File: src/logic/drs_pkg.sv
// Purpose: Shared constants and carriers for the row and refresh scheduler
// Assumes: 25 MHz core clock, command pins sampled on its rising edge
// Notes:   Row, refresh and repair status behaviour of the memory device
//
// Functional notes
// - Self-test outcome 10 means unrepairable, 11 means leftover repairable
// - Status bits clear on power-up or on the active-low reset pin
// - Outcome field stays zero when self-test finds nothing; host tracks runs
// - Feature flags: page-2 bit7 hard, bit6 soft; page-3 bit7 self-test repair
// - Activate opens the addressed row in the chosen bank until precharge
// - Precharge to idle or precharging bank accepted; latest one sets timing
// - Read or write with auto_precharge_bit high closes bank after restore
// - Refresh decoded on select, row and column strobes low, write high
// - Refresh rows come from an internal counter; all banks idle afterwards
// - Mode word four bit 3 enables temperature refresh; bit 2 zero is normal
// - Temperature refresh counts each refresh while control bit 0 (hot) is set; while it is clear, skips some at a ratio set by control bits 2:1
// - Mode word three bits 8:6 select fixed or on-the-fly refresh rate
package drs_pkg;
  localparam int CLK_NS     = 40;
  localparam int PRE_NS     = 15;
  localparam int TRFC1_NS   = 350;
  localparam int TRFC2_NS   = 260;
  localparam int TRFC4_NS   = 160;
  localparam logic [3:0] PRE_CYC   = 4'((PRE_NS + CLK_NS - 1) / CLK_NS);
  localparam logic [3:0] TRFC1_CYC = 4'((TRFC1_NS + CLK_NS - 1) / CLK_NS);
  localparam logic [3:0] TRFC2_CYC = 4'((TRFC2_NS + CLK_NS - 1) / CLK_NS);
  localparam logic [3:0] TRFC4_CYC = 4'((TRFC4_NS + CLK_NS - 1) / CLK_NS);
  localparam logic [2:0] AP_RD_CYC = 3'h2;
  localparam logic [2:0] AP_WR_CYC = 3'h4;

  localparam logic [2:0] RATE_1X    = 3'h0;
  localparam logic [2:0] RATE_2X    = 3'h1;
  localparam logic [2:0] RATE_4X    = 3'h2;
  localparam logic [2:0] RATE_OTF12 = 3'h5;
  localparam logic [2:0] RATE_OTF14 = 3'h6;
  localparam logic [15:0] STEP_1X   = 16'h0004;
  localparam logic [15:0] STEP_2X   = 16'h0002;
  localparam logic [15:0] STEP_4X   = 16'h0001;

  localparam logic [3:0] MW3_SEL    = 4'h3;
  localparam logic [3:0] MW4_SEL    = 4'h4;
  localparam int MW4_TREF_BIT       = 3;
  localparam int MW4_RANGE_BIT      = 2;
  localparam int AP_BIT             = 10;

  localparam logic [3:0] REG_FEAT   = 4'h0;
  localparam logic [3:0] REG_STAT   = 4'h1;
  localparam logic [3:0] REG_CTRL   = 4'h2;
  localparam logic [3:0] REG_OPEN_L = 4'h3;
  localparam logic [3:0] REG_OPEN_H = 4'h4;
  localparam logic [3:0] REG_REFROW = 4'h5;
  localparam logic [3:0] REG_MODE   = 4'h6;
  localparam logic [3:0] REG_PROBE  = 4'h7;
  localparam logic [3:0] REG_ROW_L  = 4'h8;
  localparam logic [3:0] REG_ROW_M  = 4'h9;
  localparam logic [3:0] REG_ROW_H  = 4'ha;
  localparam logic [7:0] CTRL_RST   = 8'h02;
  localparam int CTRL_HOT_BIT       = 0;
  localparam int ST_CODE_LSB        = 4;

  localparam logic [1:0] ST_NONE     = 2'h0;
  localparam logic [1:0] ST_REPAIRED = 2'h1;
  localparam logic [1:0] ST_UNREP    = 2'h2;
  localparam logic [1:0] ST_AGAIN    = 2'h3;

  typedef struct packed {
    logic        cs_n;
    logic        act_n;
    logic [1:0]  bank_group_inputs;
    logic [1:0]  bank_inputs;
    logic        row_strobe_pin;
    logic        column_strobe_pin;
    logic        write_enable_pin;
    logic        addr_17;
    logic [13:0] addr_lo;
  } drs_cmd_type;

  localparam drs_cmd_type CMD_IDLE = 24'hffffff;
endpackage

File: src/logic/drs_sync.sv
// Purpose: Two-flop synchroniser for a bundle of pin levels
// Assumes: Each bit is an independent slow level or a setup-met bus
// Notes:   First stage feeds only the second stage
`timescale 1ns/1ns
module drs_sync #(
  parameter int               W    = 1,
  parameter logic [W-1:0]     INIT = '0
) (
  // Clock and reset
  input  wire logic         clk,
  input  wire logic         rst,
  // Data
  input  wire logic [W-1:0] d,
  output logic      [W-1:0] q
);
  typedef struct packed {
    logic [W-1:0] s1;
    logic [W-1:0] s2;
  } drs_sync_type;

  drs_sync_type st_ff;
  drs_sync_type nxt_st;

  always_comb begin
    nxt_st    = st_ff;
    nxt_st.s1 = d;
    nxt_st.s2 = st_ff.s1;
  end

  always_ff @(posedge clk or posedge rst) begin
    if (rst) begin
      st_ff <= {INIT, INIT};
    end else begin
      st_ff <= nxt_st;
    end
  end

  assign q = st_ff.s2;
endmodule

File: src/logic/drs_row_mem.sv
// Purpose: Open-row table, one entry per bank
// Assumes: One write and one read per cycle
// Notes:   Read data registered, so it trails the read address by one cycle
`timescale 1ns/1ns
module drs_row_mem #(
  parameter int DEPTH = 16,
  parameter int AW    = 4,
  parameter int W     = 18
) (
  // Clock and reset
  input  wire logic          clk,
  input  wire logic          rst,
  // Write side
  input  wire logic          wr_en,
  input  wire logic [AW-1:0] wr_addr,
  input  wire logic [W-1:0]  wr_data,
  // Read side
  input  wire logic [AW-1:0] rd_addr,
  output logic      [W-1:0]  rd_data
);
  logic [W-1:0] mem [DEPTH];
  logic [W-1:0] rd_ff;

  always_ff @(posedge clk) begin
    if (wr_en) begin
      mem[wr_addr] <= wr_data;
    end
  end

  // Only the read register resets; unwritten entries read back undefined
  always_ff @(posedge clk or posedge rst) begin
    if (rst) begin
      rd_ff <= '0;
    end else begin
      rd_ff <= mem[rd_addr];
    end
  end

  assign rd_data = rd_ff;
endmodule

File: src/logic/drs_core.sv
// Purpose: Bank open/precharge tracking, refresh engine, repair status words
// Assumes: Controller keeps all command spacing; pins arrive asynchronously
// Notes:   Commands act two cycles after the pins because of synchronisers
`timescale 1ns/1ns
module drs_core #(
  parameter logic HARD_AVAIL = 1'b1,
  parameter logic SOFT_AVAIL = 1'b1,
  parameter logic BIST_AVAIL = 1'b1
) (
  // Clock and reset
  input  wire logic               clk,
  input  wire logic               rst,
  // Command pins
  input  wire drs_pkg::drs_cmd_type cmd_pin,
  input  wire logic               reset_n_pin,
  // Self-test engine result
  input  wire logic               selftest_done,
  input  wire logic [1:0]         selftest_code,
  // Register port
  input  wire logic [3:0]         reg_addr,
  input  wire logic [7:0]         reg_wdata,
  input  wire logic               reg_wr,
  input  wire logic               reg_rd,
  output logic      [7:0]         reg_rdata,
  // Status
  output logic      [15:0]        bank_open,
  output logic                    refresh_busy,
  output logic                    internal_refresh,
  output logic      [15:0]        refresh_row
);
  import drs_pkg::*;

  typedef struct packed {
    logic [2:0]        rate;
    logic              tref_en;
    logic              tref_range;
    logic [7:0]        ctrl;
    logic [3:0]        probe;
    logic [15:0]       open;
    logic [15:0][3:0]  pre_cnt;
    logic [15:0]       ap_pend;
    logic [15:0][2:0]  ap_cnt;
    logic [3:0]        last_bank;
    logic              ref_busy;
    logic [3:0]        ref_cnt;
    logic [15:0]       ref_row;
    logic [1:0]        gear;
    logic              int_ref;
    logic [15:0]       ext_refs;
    logic [1:0]        st_code;
    logic [7:0]        rdata;
  } drs_core_type;

  localparam drs_core_type CORE_RST = '{ctrl: CTRL_RST, default: '0};

  drs_core_type st_ff;
  drs_core_type nxt_st;
  drs_cmd_type  c;
  logic         rn;
  logic [17:0]  row_addr;
  logic [17:0]  probe_row;
  logic [3:0]   bidx;
  logic [2:0]   rcw;
  logic         is_act;
  logic         is_ref;
  logic         is_pre;
  logic         is_rd;
  logic         is_wr;
  logic         is_mrs;
  logic         tref_skip;
  logic [2:0]   mrs_code;

  drs_sync #(.W(24), .INIT(CMD_IDLE)) u_cmd_sync (
    .clk (clk),
    .rst (rst),
    .d   (cmd_pin),
    .q   (c)
  );

  drs_sync #(.W(1), .INIT(1'b1)) u_rst_sync (
    .clk (clk),
    .rst (rst),
    .d   (reset_n_pin),
    .q   (rn)
  );

  drs_row_mem #(.DEPTH(16), .AW(4), .W(18)) u_rows (
    .clk     (clk),
    .rst     (rst),
    .wr_en   (is_act),
    .wr_addr (bidx),
    .wr_data (row_addr),
    .rd_addr (st_ff.probe),
    .rd_data (probe_row)
  );

  // Command decode; strobe pins double as row address bits on activate
  assign bidx     = {c.bank_group_inputs, c.bank_inputs};
  assign rcw      = {c.row_strobe_pin, c.column_strobe_pin,
                     c.write_enable_pin};
  assign row_addr = {c.addr_17, rcw, c.addr_lo};
  assign is_act   = !c.cs_n && !c.act_n;
  assign is_ref   = !c.cs_n && c.act_n && rcw == 3'b001;
  assign is_pre   = !c.cs_n && c.act_n && rcw == 3'b010;
  assign is_rd    = !c.cs_n && c.act_n && rcw == 3'b101;
  assign is_wr    = !c.cs_n && c.act_n && rcw == 3'b100;
  assign is_mrs   = !c.cs_n && c.act_n && rcw == 3'b000;
  assign mrs_code = c.addr_lo[8:6];
  // Hot case forces every refresh to be done internally
  assign tref_skip = st_ff.tref_en && !st_ff.ctrl[CTRL_HOT_BIT] &&
                     st_ff.gear != 2'h0;

  always_comb begin
    nxt_st         = st_ff;
    nxt_st.int_ref = 1'b0;
    nxt_st.rdata   = 8'h00;

    for (int b = 0; b < 16; b++) begin
      if (st_ff.pre_cnt[b] != 4'h0) begin
        nxt_st.pre_cnt[b] = st_ff.pre_cnt[b] - 4'h1;
      end
      // Lockout: precharge waits for restore or write storage
      if (st_ff.ap_pend[b]) begin
        if (st_ff.ap_cnt[b] == 3'h0) begin
          nxt_st.ap_pend[b] = 1'b0;
          nxt_st.open[b]    = 1'b0;
          nxt_st.pre_cnt[b] = PRE_CYC;
        end else begin
          nxt_st.ap_cnt[b] = st_ff.ap_cnt[b] - 3'h1;
        end
      end
    end

    if (st_ff.ref_busy) begin
      nxt_st.ref_cnt = st_ff.ref_cnt - 4'h1;
      if (st_ff.ref_cnt == 4'h1) begin
        nxt_st.ref_busy = 1'b0;
        nxt_st.open     = '0;
      end
    end

    if (is_act) begin
      nxt_st.open[bidx]  = 1'b1;
      nxt_st.last_bank   = bidx;
    end else if (is_pre) begin
      nxt_st.last_bank = bidx;
      if (c.addr_lo[AP_BIT]) begin
        nxt_st.open    = '0;
        nxt_st.ap_pend = '0;
        for (int b = 0; b < 16; b++) begin
          nxt_st.pre_cnt[b] = PRE_CYC;
        end
      end else begin
        nxt_st.open[bidx]    = 1'b0;
        nxt_st.ap_pend[bidx] = 1'b0;
        nxt_st.pre_cnt[bidx] = PRE_CYC;
      end
    end else if ((is_rd || is_wr) && c.addr_lo[AP_BIT]) begin
      nxt_st.last_bank     = bidx;
      nxt_st.ap_pend[bidx] = 1'b1;
      nxt_st.ap_cnt[bidx]  = is_wr ? AP_WR_CYC : AP_RD_CYC;
    end else if (is_ref) begin
      nxt_st.ext_refs = st_ff.ext_refs + 16'h0001;
      nxt_st.ref_busy = 1'b1;
      if (st_ff.tref_en && !st_ff.ctrl[CTRL_HOT_BIT]) begin
        nxt_st.gear = (st_ff.gear >= st_ff.ctrl[2:1]) ? 2'h0
                                                      : st_ff.gear + 2'h1;
      end
      // Rate from mode word; on-the-fly picks by bank group bit 0
      if (st_ff.rate == RATE_2X ||
          (st_ff.rate == RATE_OTF12 && c.bank_group_inputs[0])) begin
        nxt_st.ref_cnt = TRFC2_CYC;
        if (!tref_skip) begin
          nxt_st.ref_row = st_ff.ref_row + STEP_2X;
        end
      end else if (st_ff.rate == RATE_4X ||
                   (st_ff.rate == RATE_OTF14 &&
                    c.bank_group_inputs[0])) begin
        nxt_st.ref_cnt = TRFC4_CYC;
        if (!tref_skip) begin
          nxt_st.ref_row = st_ff.ref_row + STEP_4X;
        end
      end else begin
        nxt_st.ref_cnt = TRFC1_CYC;
        if (!tref_skip) begin
          nxt_st.ref_row = st_ff.ref_row + STEP_1X;
        end
      end
      nxt_st.int_ref = !tref_skip;
    end else if (is_mrs) begin
      if (bidx == MW3_SEL && (mrs_code == RATE_1X ||
          mrs_code == RATE_2X || mrs_code == RATE_4X ||
          mrs_code == RATE_OTF12 || mrs_code == RATE_OTF14)) begin
        nxt_st.rate = mrs_code;
      end else if (bidx == MW4_SEL) begin
        nxt_st.tref_en    = c.addr_lo[MW4_TREF_BIT];
        nxt_st.tref_range = c.addr_lo[MW4_RANGE_BIT];
        nxt_st.gear      = 2'h0;
      end
    end

    // Zero stays for a clean run as well as for no run at all
    if (selftest_done) begin
      nxt_st.st_code = selftest_code;
    end
    // Pin reset wins over a result landing in the same cycle
    if (!rn) begin
      nxt_st.st_code = ST_NONE;
      nxt_st.open    = '0;
      nxt_st.ap_pend = '0;
    end

    if (reg_wr) begin
      if (reg_addr == REG_CTRL) begin
        nxt_st.ctrl = reg_wdata;
      end else if (reg_addr == REG_PROBE) begin
        nxt_st.probe = reg_wdata[3:0];
      end
    end

    if (reg_rd) begin
      if (reg_addr == REG_FEAT) begin
        nxt_st.rdata = {HARD_AVAIL, SOFT_AVAIL, 6'h00};
      end else if (reg_addr == REG_STAT) begin
        nxt_st.rdata = {BIST_AVAIL, 1'b0, st_ff.st_code, 4'h0};
      end else if (reg_addr == REG_CTRL) begin
        nxt_st.rdata = st_ff.ctrl;
      end else if (reg_addr == REG_OPEN_L) begin
        nxt_st.rdata = st_ff.open[7:0];
      end else if (reg_addr == REG_OPEN_H) begin
        nxt_st.rdata = st_ff.open[15:8];
      end else if (reg_addr == REG_REFROW) begin
        nxt_st.rdata = st_ff.ref_row[7:0];
      end else if (reg_addr == REG_MODE) begin
        nxt_st.rdata = {st_ff.ref_busy, 2'h0, st_ff.tref_en,
                        st_ff.tref_range, st_ff.rate};
      end else if (reg_addr == REG_PROBE) begin
        nxt_st.rdata = {4'h0, st_ff.probe};
      end else if (reg_addr == REG_ROW_L) begin
        nxt_st.rdata = probe_row[7:0];
      end else if (reg_addr == REG_ROW_M) begin
        nxt_st.rdata = probe_row[15:8];
      end else if (reg_addr == REG_ROW_H) begin
        nxt_st.rdata = {6'h00, probe_row[17:16]};
      end else begin
        nxt_st.rdata = 8'h00;
      end
    end
  end

  always_ff @(posedge clk or posedge rst) begin
    if (rst) begin
      st_ff <= CORE_RST;
    end else begin
      st_ff <= nxt_st;
    end
  end

  assign reg_rdata        = st_ff.rdata;
  assign bank_open        = st_ff.open;
  assign refresh_busy     = st_ff.ref_busy;
  assign internal_refresh = st_ff.int_ref;
  assign refresh_row      = st_ff.ref_row;
endmodule

File: config.mk
export PLATFORM = sky130hd
export DESIGN_NAME = drs_core
export DESIGN_NICKNAME = d
export VERILOG_FILES = /design/src/logic/drs_pkg.sv /design/src/logic/drs_sync.sv /design/src/logic/drs_row_mem.sv /design/src/logic/drs_core.sv
export SDC_FILE = /design/constraint.sdc
export NUM_CORES = 1
export LEC_CHECK = 0
export ABC_AREA = 0
export BUFFER_PORTS_ARGS = -buffer_cell sky130_fd_sc_hd__buf_2
export CAP_MARGIN = 25
export CORE_ASPECT_RATIO = 0.9
export CORE_MARGIN = 4
export CORE_UTILIZATION = 45
export CTS_CLUSTER_SIZE = 28
export DETAILED_ROUTE_END_ITERATION = 16
export SLEW_MARGIN = 40
export SYNTH_ARGS = -nofsm -noshare
export SYNTH_HDL_FRONTEND = slang
export SYNTH_HIERARCHICAL = 1
export SYNTH_SLANG_ARGS = --single-unit
File: constraint.sdc
create_clock -name clk -period 3.8 [get_ports clk]
set_clock_uncertainty 0.05 [all_clocks]
set_input_delay 0.19 -clock clk [delete_from_list [all_inputs] [get_ports clk]]
set_output_delay 0.19 -clock clk [all_outputs]
set_load 0.01 [all_outputs]
==> After elaboration in Yosys (flattened, before gate mapping) <==
Memory sizes are Yosys's and may differ from the RTL's. A register that Yosys moved wholly into a read port is not among the register bits.
Index checks and enable logic that the tools add are counted.
{ "word_totals": {"n_memories": 1, "output_inout_bits": 42, "input_bits": 44, "mem_bits_rw": 288, "wordCells": 403, "ff_bits": 261} }
{ "op_classes": {"order_cmp": 3, "add_sub_neg": 38, "n_reduce_logical": 70, "bitwise_logic": 15, "muxes": 197, "n_eq_ne": 28} }
{ "memory_table": {"columns": ["name", "words", "width", "read_ports", "rd_clocked_by_memory_dff", "write_ports", "line_no", "text"], "rows": [
  ["u_rows.mem", 16, 18, 1, 1, 1, "drs_row_mem.sv:21", "logic [W-1:0] mem [DEPTH];"]
]} }
{ "op_table": {"columns": ["operator", "n"], "rows": [
  ["2-to-1 mux 4 bit", 49],
  ["2-to-1 mux 16 bit", 9],
  ["2-to-1 mux 128 bit", 1],
  ["2-to-1 mux 40 bit", 3],
  ["2-to-1 mux 3 bit", 34],
  ["2-to-1 mux 96 bit", 1],
  ["2-to-1 mux 8 bit", 11],
  ["2-to-1 mux 80 bit", 1],
  ["2-to-1 mux 1 bit", 68],
  ["2-to-1 mux 68 bit", 1],
  ["subtractor 4 x 1 -> 4 bit (second input constant)", 17],
  ["nonzero test 4 bit", 16],
  ["logical NOT 3 bit", 18],
  ["bitwise AND 48 bit", 1],
  ["bitwise mux 48 bit", 1],
  ["2-to-1 mux 48 bit", 1],
  ["NOT 48 bit", 1],
  ["OR 16 bit", 3],
  ["subtractor 3 x 1 -> 3 bit (second input constant)", 16],
  ["2-to-1 mux 20 bit", 2],
  ["adder 16 x 1 -> 16 bit (second input constant)", 2],
  ["bitwise AND 16 bit", 2],
  ["2-to-1 mux 21 bit", 1],
  ["equality test 4 x 3 -> 1 bit (second input constant)", 5],
  ["other kinds (33)", 87]
]} }

==> Longest topological paths before layout <==
{ "depth": {"depth_word": 13, "ltp_mapped": 7, "mapped_depth_nobuf": 7} }

==> Cells and area by module <==
The synthesis kept the hierarchy.
{ "modules_own_cells": {"columns": ["module", "n_inst", "area_per_inst_um2", "seq_area_each_um2", "cells_per_inst"], "rows": [
  ["drs_row_mem", 1, 11415.9, 9098.7, 483],
  ["drs_core", 1, 8343.0, 3279.4, 870],
  ["drs_sync (u_cmd_sync)", 1, 1265.0, 1261.2, 49],
  ["drs_sync (u_rst_sync)", 1, 56.3, 52.6, 3]
]} }

==> Least setup slack after synthesis <==
Ideal clock, no wire load.
{ "synth_path": {"path_kind": "flip-flop to flip-flop", "from": "register u_cmd_sync.st_ff, in the netlist u_cmd_sync/q[23]", "to": "memory u_rows.mem[0][0] (enable)", "t_required_ns": 3.334, "path_stages_with_launch": 5, "period_less_slack_ns": 3.253, "arrival_ns": 2.787, "path_slack_ns": 0.547, "n_path_buf": 1, "setup_time_ns": 0.416, "path_cell_list": "dfstp_2 > nor2_1 > clkbuf_1 > or3b_2 > nor3_1"} }
{ "synth_via": {"elab_chain_cells": 4} }
{ "synth_lines": {"columns": ["item", "line_no", "text"], "rows": [
  ["start: declaration", "drs_sync.sv:21", "drs_sync_type st_ff;"],
  ["start signal: assignment", "drs_sync.sv:32", "st_ff <= {INIT, INIT};"],
  ["start signal: assignment", "drs_sync.sv:34", "st_ff <= nxt_st;"],
  ["logical NOT 1 bit", "drs_core.sv:102", "assign is_act = !c.cs_n && !c.act_n;"],
  ["logical AND 1 bit", "drs_core.sv:102", null],
  ["named net is_act", "drs_core.sv:64", "logic is_act;"],
  ["2-to-1 mux 1 bit", "drs_row_mem.sv:25", "if (wr_en) begin"],
  ["2-to-1 mux 1 bit (implied by the code)", "drs_row_mem.sv:26", "mem[wr_addr] <= wr_data;"],
  ["end: declaration", "drs_row_mem.sv:21", null]
]} }
The timed path passes the listed nets, and every way through them passes these cells.

==> metrics.txt <==
Post-CTS Hold Fix Bufs=39; Vias/cell=5.56; post-CTS setup buffers=0; worst endpoint required time=between 4 and 5 ns; TNS Setup=0 ns; CP top delay family=simple AND/OR/NAND/NOR gates; first-pass GRT wire length=76.4 mm; worst vdd ir=342 uV; Longest Clk Path Bufs=3; Critical Setup Path Class=reg2reg; register area share after synthesis=~65%; DP HPWL=31.2 mm; Synth area leaders=edfxtp_1, dfrtp_1, dfstp_2; DR WL met2=~23 mm; Max Used Layer=met4; # IOs=86; CTS Buf Count=50; Ys Warns=6; most common cell after layout, fill and taps aside=edfxtp_1; width of the die=236 um; final std cells w/o fill=between 2000 and 2500; Syn Std Cell Area=21100 um^2; syn_area_per_cell=15.0 um^2; layout cells sized above 1=between 20% and 30%; critical path buffer and inverter count=1; setup violators final=0; Worst setup EP type=flop; vias in the first global route=12400; DIE HEIGHT=213 um; static leakage=0.00938 uW; Placed Cells=2031; Post-synth EDFFs=288; vias=12000; TritonCTS clock tree=built; CP max FO=16; M1 wire length=23.1 mm; max_slew headroom=47.3%; Synth area leader=edfxtp_1; num rows=74; RSZ-0062 raised after global routing=no; GRT Total Usage=19.9%; Max Fclk=390 MHz; Clock transition at path regs=about 0.060 ns; Cell Pwr Density=525 nW/um^2; clk_lat worst skew=0.60 ns; syn nets=1505; Synth cell types=68; RePlAce Congestion=around 0.85; total chip power=12700 uW; critical path, cell by cell=nor3b_4 -> and3_1 -> buf_4 -> nand2_1 -> mux2_2; Hold Fails Final Rpt=0; Worst Hold Class=in2reg; Synth Instances=1405; Final min period=~2.6 ns; # Max-Cap Violations=0; initial antenna violation count=2; Critical Path Max Stage Delay=0.61 ns; pin count of the biggest net entering global routing=53; synthesized flop and latch total=487; Yosys top cell area share=41.0%; DRT antenna net count=0; most frequent cells in the layout=edfxtp_1, dfrtp_1, nand2_1; routed wire length=49.8 mm; status=finished, final reports clean; Primary FF master, synth=edfxtp_1; cell with the largest stage delay on the worst path=and3_1; htree depth=2; Worst EP arrival=2.99 ns; Worst Hold Slack=between 0.1 and 0.15 ns; Post-route DRC=0; Buffers on Ports=85; WL/cell=about 23 um; fin. max-slew vios=0; metal3 WL=3.15 mm; slew at the pin closest to its max-slew limit=0.789 ns; final critical-path share of the clock period=67.5%; CTS root buffer=clkbuf_16; clk sink count=about 490; cts repair resizes=0; core box area=around 46000 um^2; Startpoint Class=flop; Fillers=3760; die area=a little over 50000 um^2; Starting Density=between 40% and 50%; Layout area overhead=15.1%; Nets=between 1500 and 2000; share of flip-flops with an asynchronous set or reset=approximately two fifths; initial DRC count=between 1000 and 1500; total gr overflow=0; DRT Pass-1 Iters=5; antenna diode count=0; Final Util=a little over half
-- logic make-up (layout without fill, tap and decap cells) --
group,count (synthesis),in the layout,synth area share (%)
flip-flops,487,487,65.0
AND/OR/NAND/NOR,290,290,7.43
adder cells (fa/ha/maj),56,56,3.32
buffers and inverters,181,333,4.21
multiplexers,156,156,12.3
AO/OA/AOI/OAI,202,202,6.46
XOR/XNOR,33,33,1.37
-- registers in the layout (all words and copies together), names as in the netlist, 8 cells and up, named ones only --
register           count
u_rows/mem           288
bank_open             16
refresh_row           14
u_cmd_sync/nxt_st     24
reg_rdata              8
u_cmd_sync/q          24
st_ff                 89
u_rows/rd_data        18
-- worst reg2reg max path: stages (launching register included) --
cell	delay, ns
dfstp_2	0.55
nor3b_4	0.43
and3_1	0.61
buf_4	0.35
nand2_1	0.15
mux2_2	0.29
-- per-stage QoR --
| stage | area [um^2] | setup WS, ns |
|---|---|---|
| final | 24300 | 1.24 |
| after global routing | 24300 | 1.07 |
| after CTS | 24200 | 1.23 |
| after detailed placement | 22100 | 1.25 |
| after global placement | 22000 | 1.32 |
| after floorplan | 21100 | 0.0640 |
-- where the power goes --
group,internal (uW),switching [uW]
Combinational,684,746
Sequential,5860,318
Clock,3050,2080
-- synthesized netlist by cell type, types with 6 or more instances --
cell and count:
buf_2 8, mux2i_1 53, nor3_1 16, nand3_1 14
nand3b_1 9, dfstp_2 51, buf_1 6, ha_1 56
mux2_2 31, a21boi_0 27, nor2_1 43, a21oi_1 51
buf_4 43, dfrtp_1 148, mux4_1 22, nand4_1 9
xnor2_1 24, o21ai_0 28, nand2b_1 22, nor2b_1 27
nand2_1 102, mux4_2 50, o211ai_1 7, o21a_1 8
a22oi_1 38, o2111ai_1 11, edfxtp_1 288, xor2_1 9
clkbuf_1 40, inv_1 78
-- final cells by class --
cell class | instances | area, um^2 | share of cell area (%)
clock buffers | 72 | 1430 | 5.91
clock inverters | 22 | 307 | 1.26
inverters | 79 | 304 | 1.25
multi-input cells | 737 | 6590 | 27.2
flip-flops and latches | 487 | 13700 | 56.5
well taps | 608 | 761 | 3.14
repair buffers | 160 | 1160 | 4.78
-- path summary, 6_finish.rpt --
path                                      start               to  slack, ns  cells past startpoint
min                                 reg_addr[3]     reg_rdata[1]       0.13                      3
min in group asynchronous                   rst       st_ff[209]       0.24                      3
max reg2reg                    u_cmd_sync/q[22]        st_ff[97]       1.24                      5
max in group asynchronous                   rst        st_ff[59]       2.45                      5
max                            u_cmd_sync/q[22]        st_ff[97]       1.24                      5
min reg2reg                u_cmd_sync/nxt_st[9]  u_cmd_sync/q[9]       0.30                      0
-- per-layer routing --
metal  GRT usage (%)  vias to the layer above
li1                -                     5422
met1            29.3                     6217
met2            31.0                      335
met3            4.13                       63
met4            4.37                        0
met5               0                        -
No activity file was read; power rests on OpenSTA's default activity.
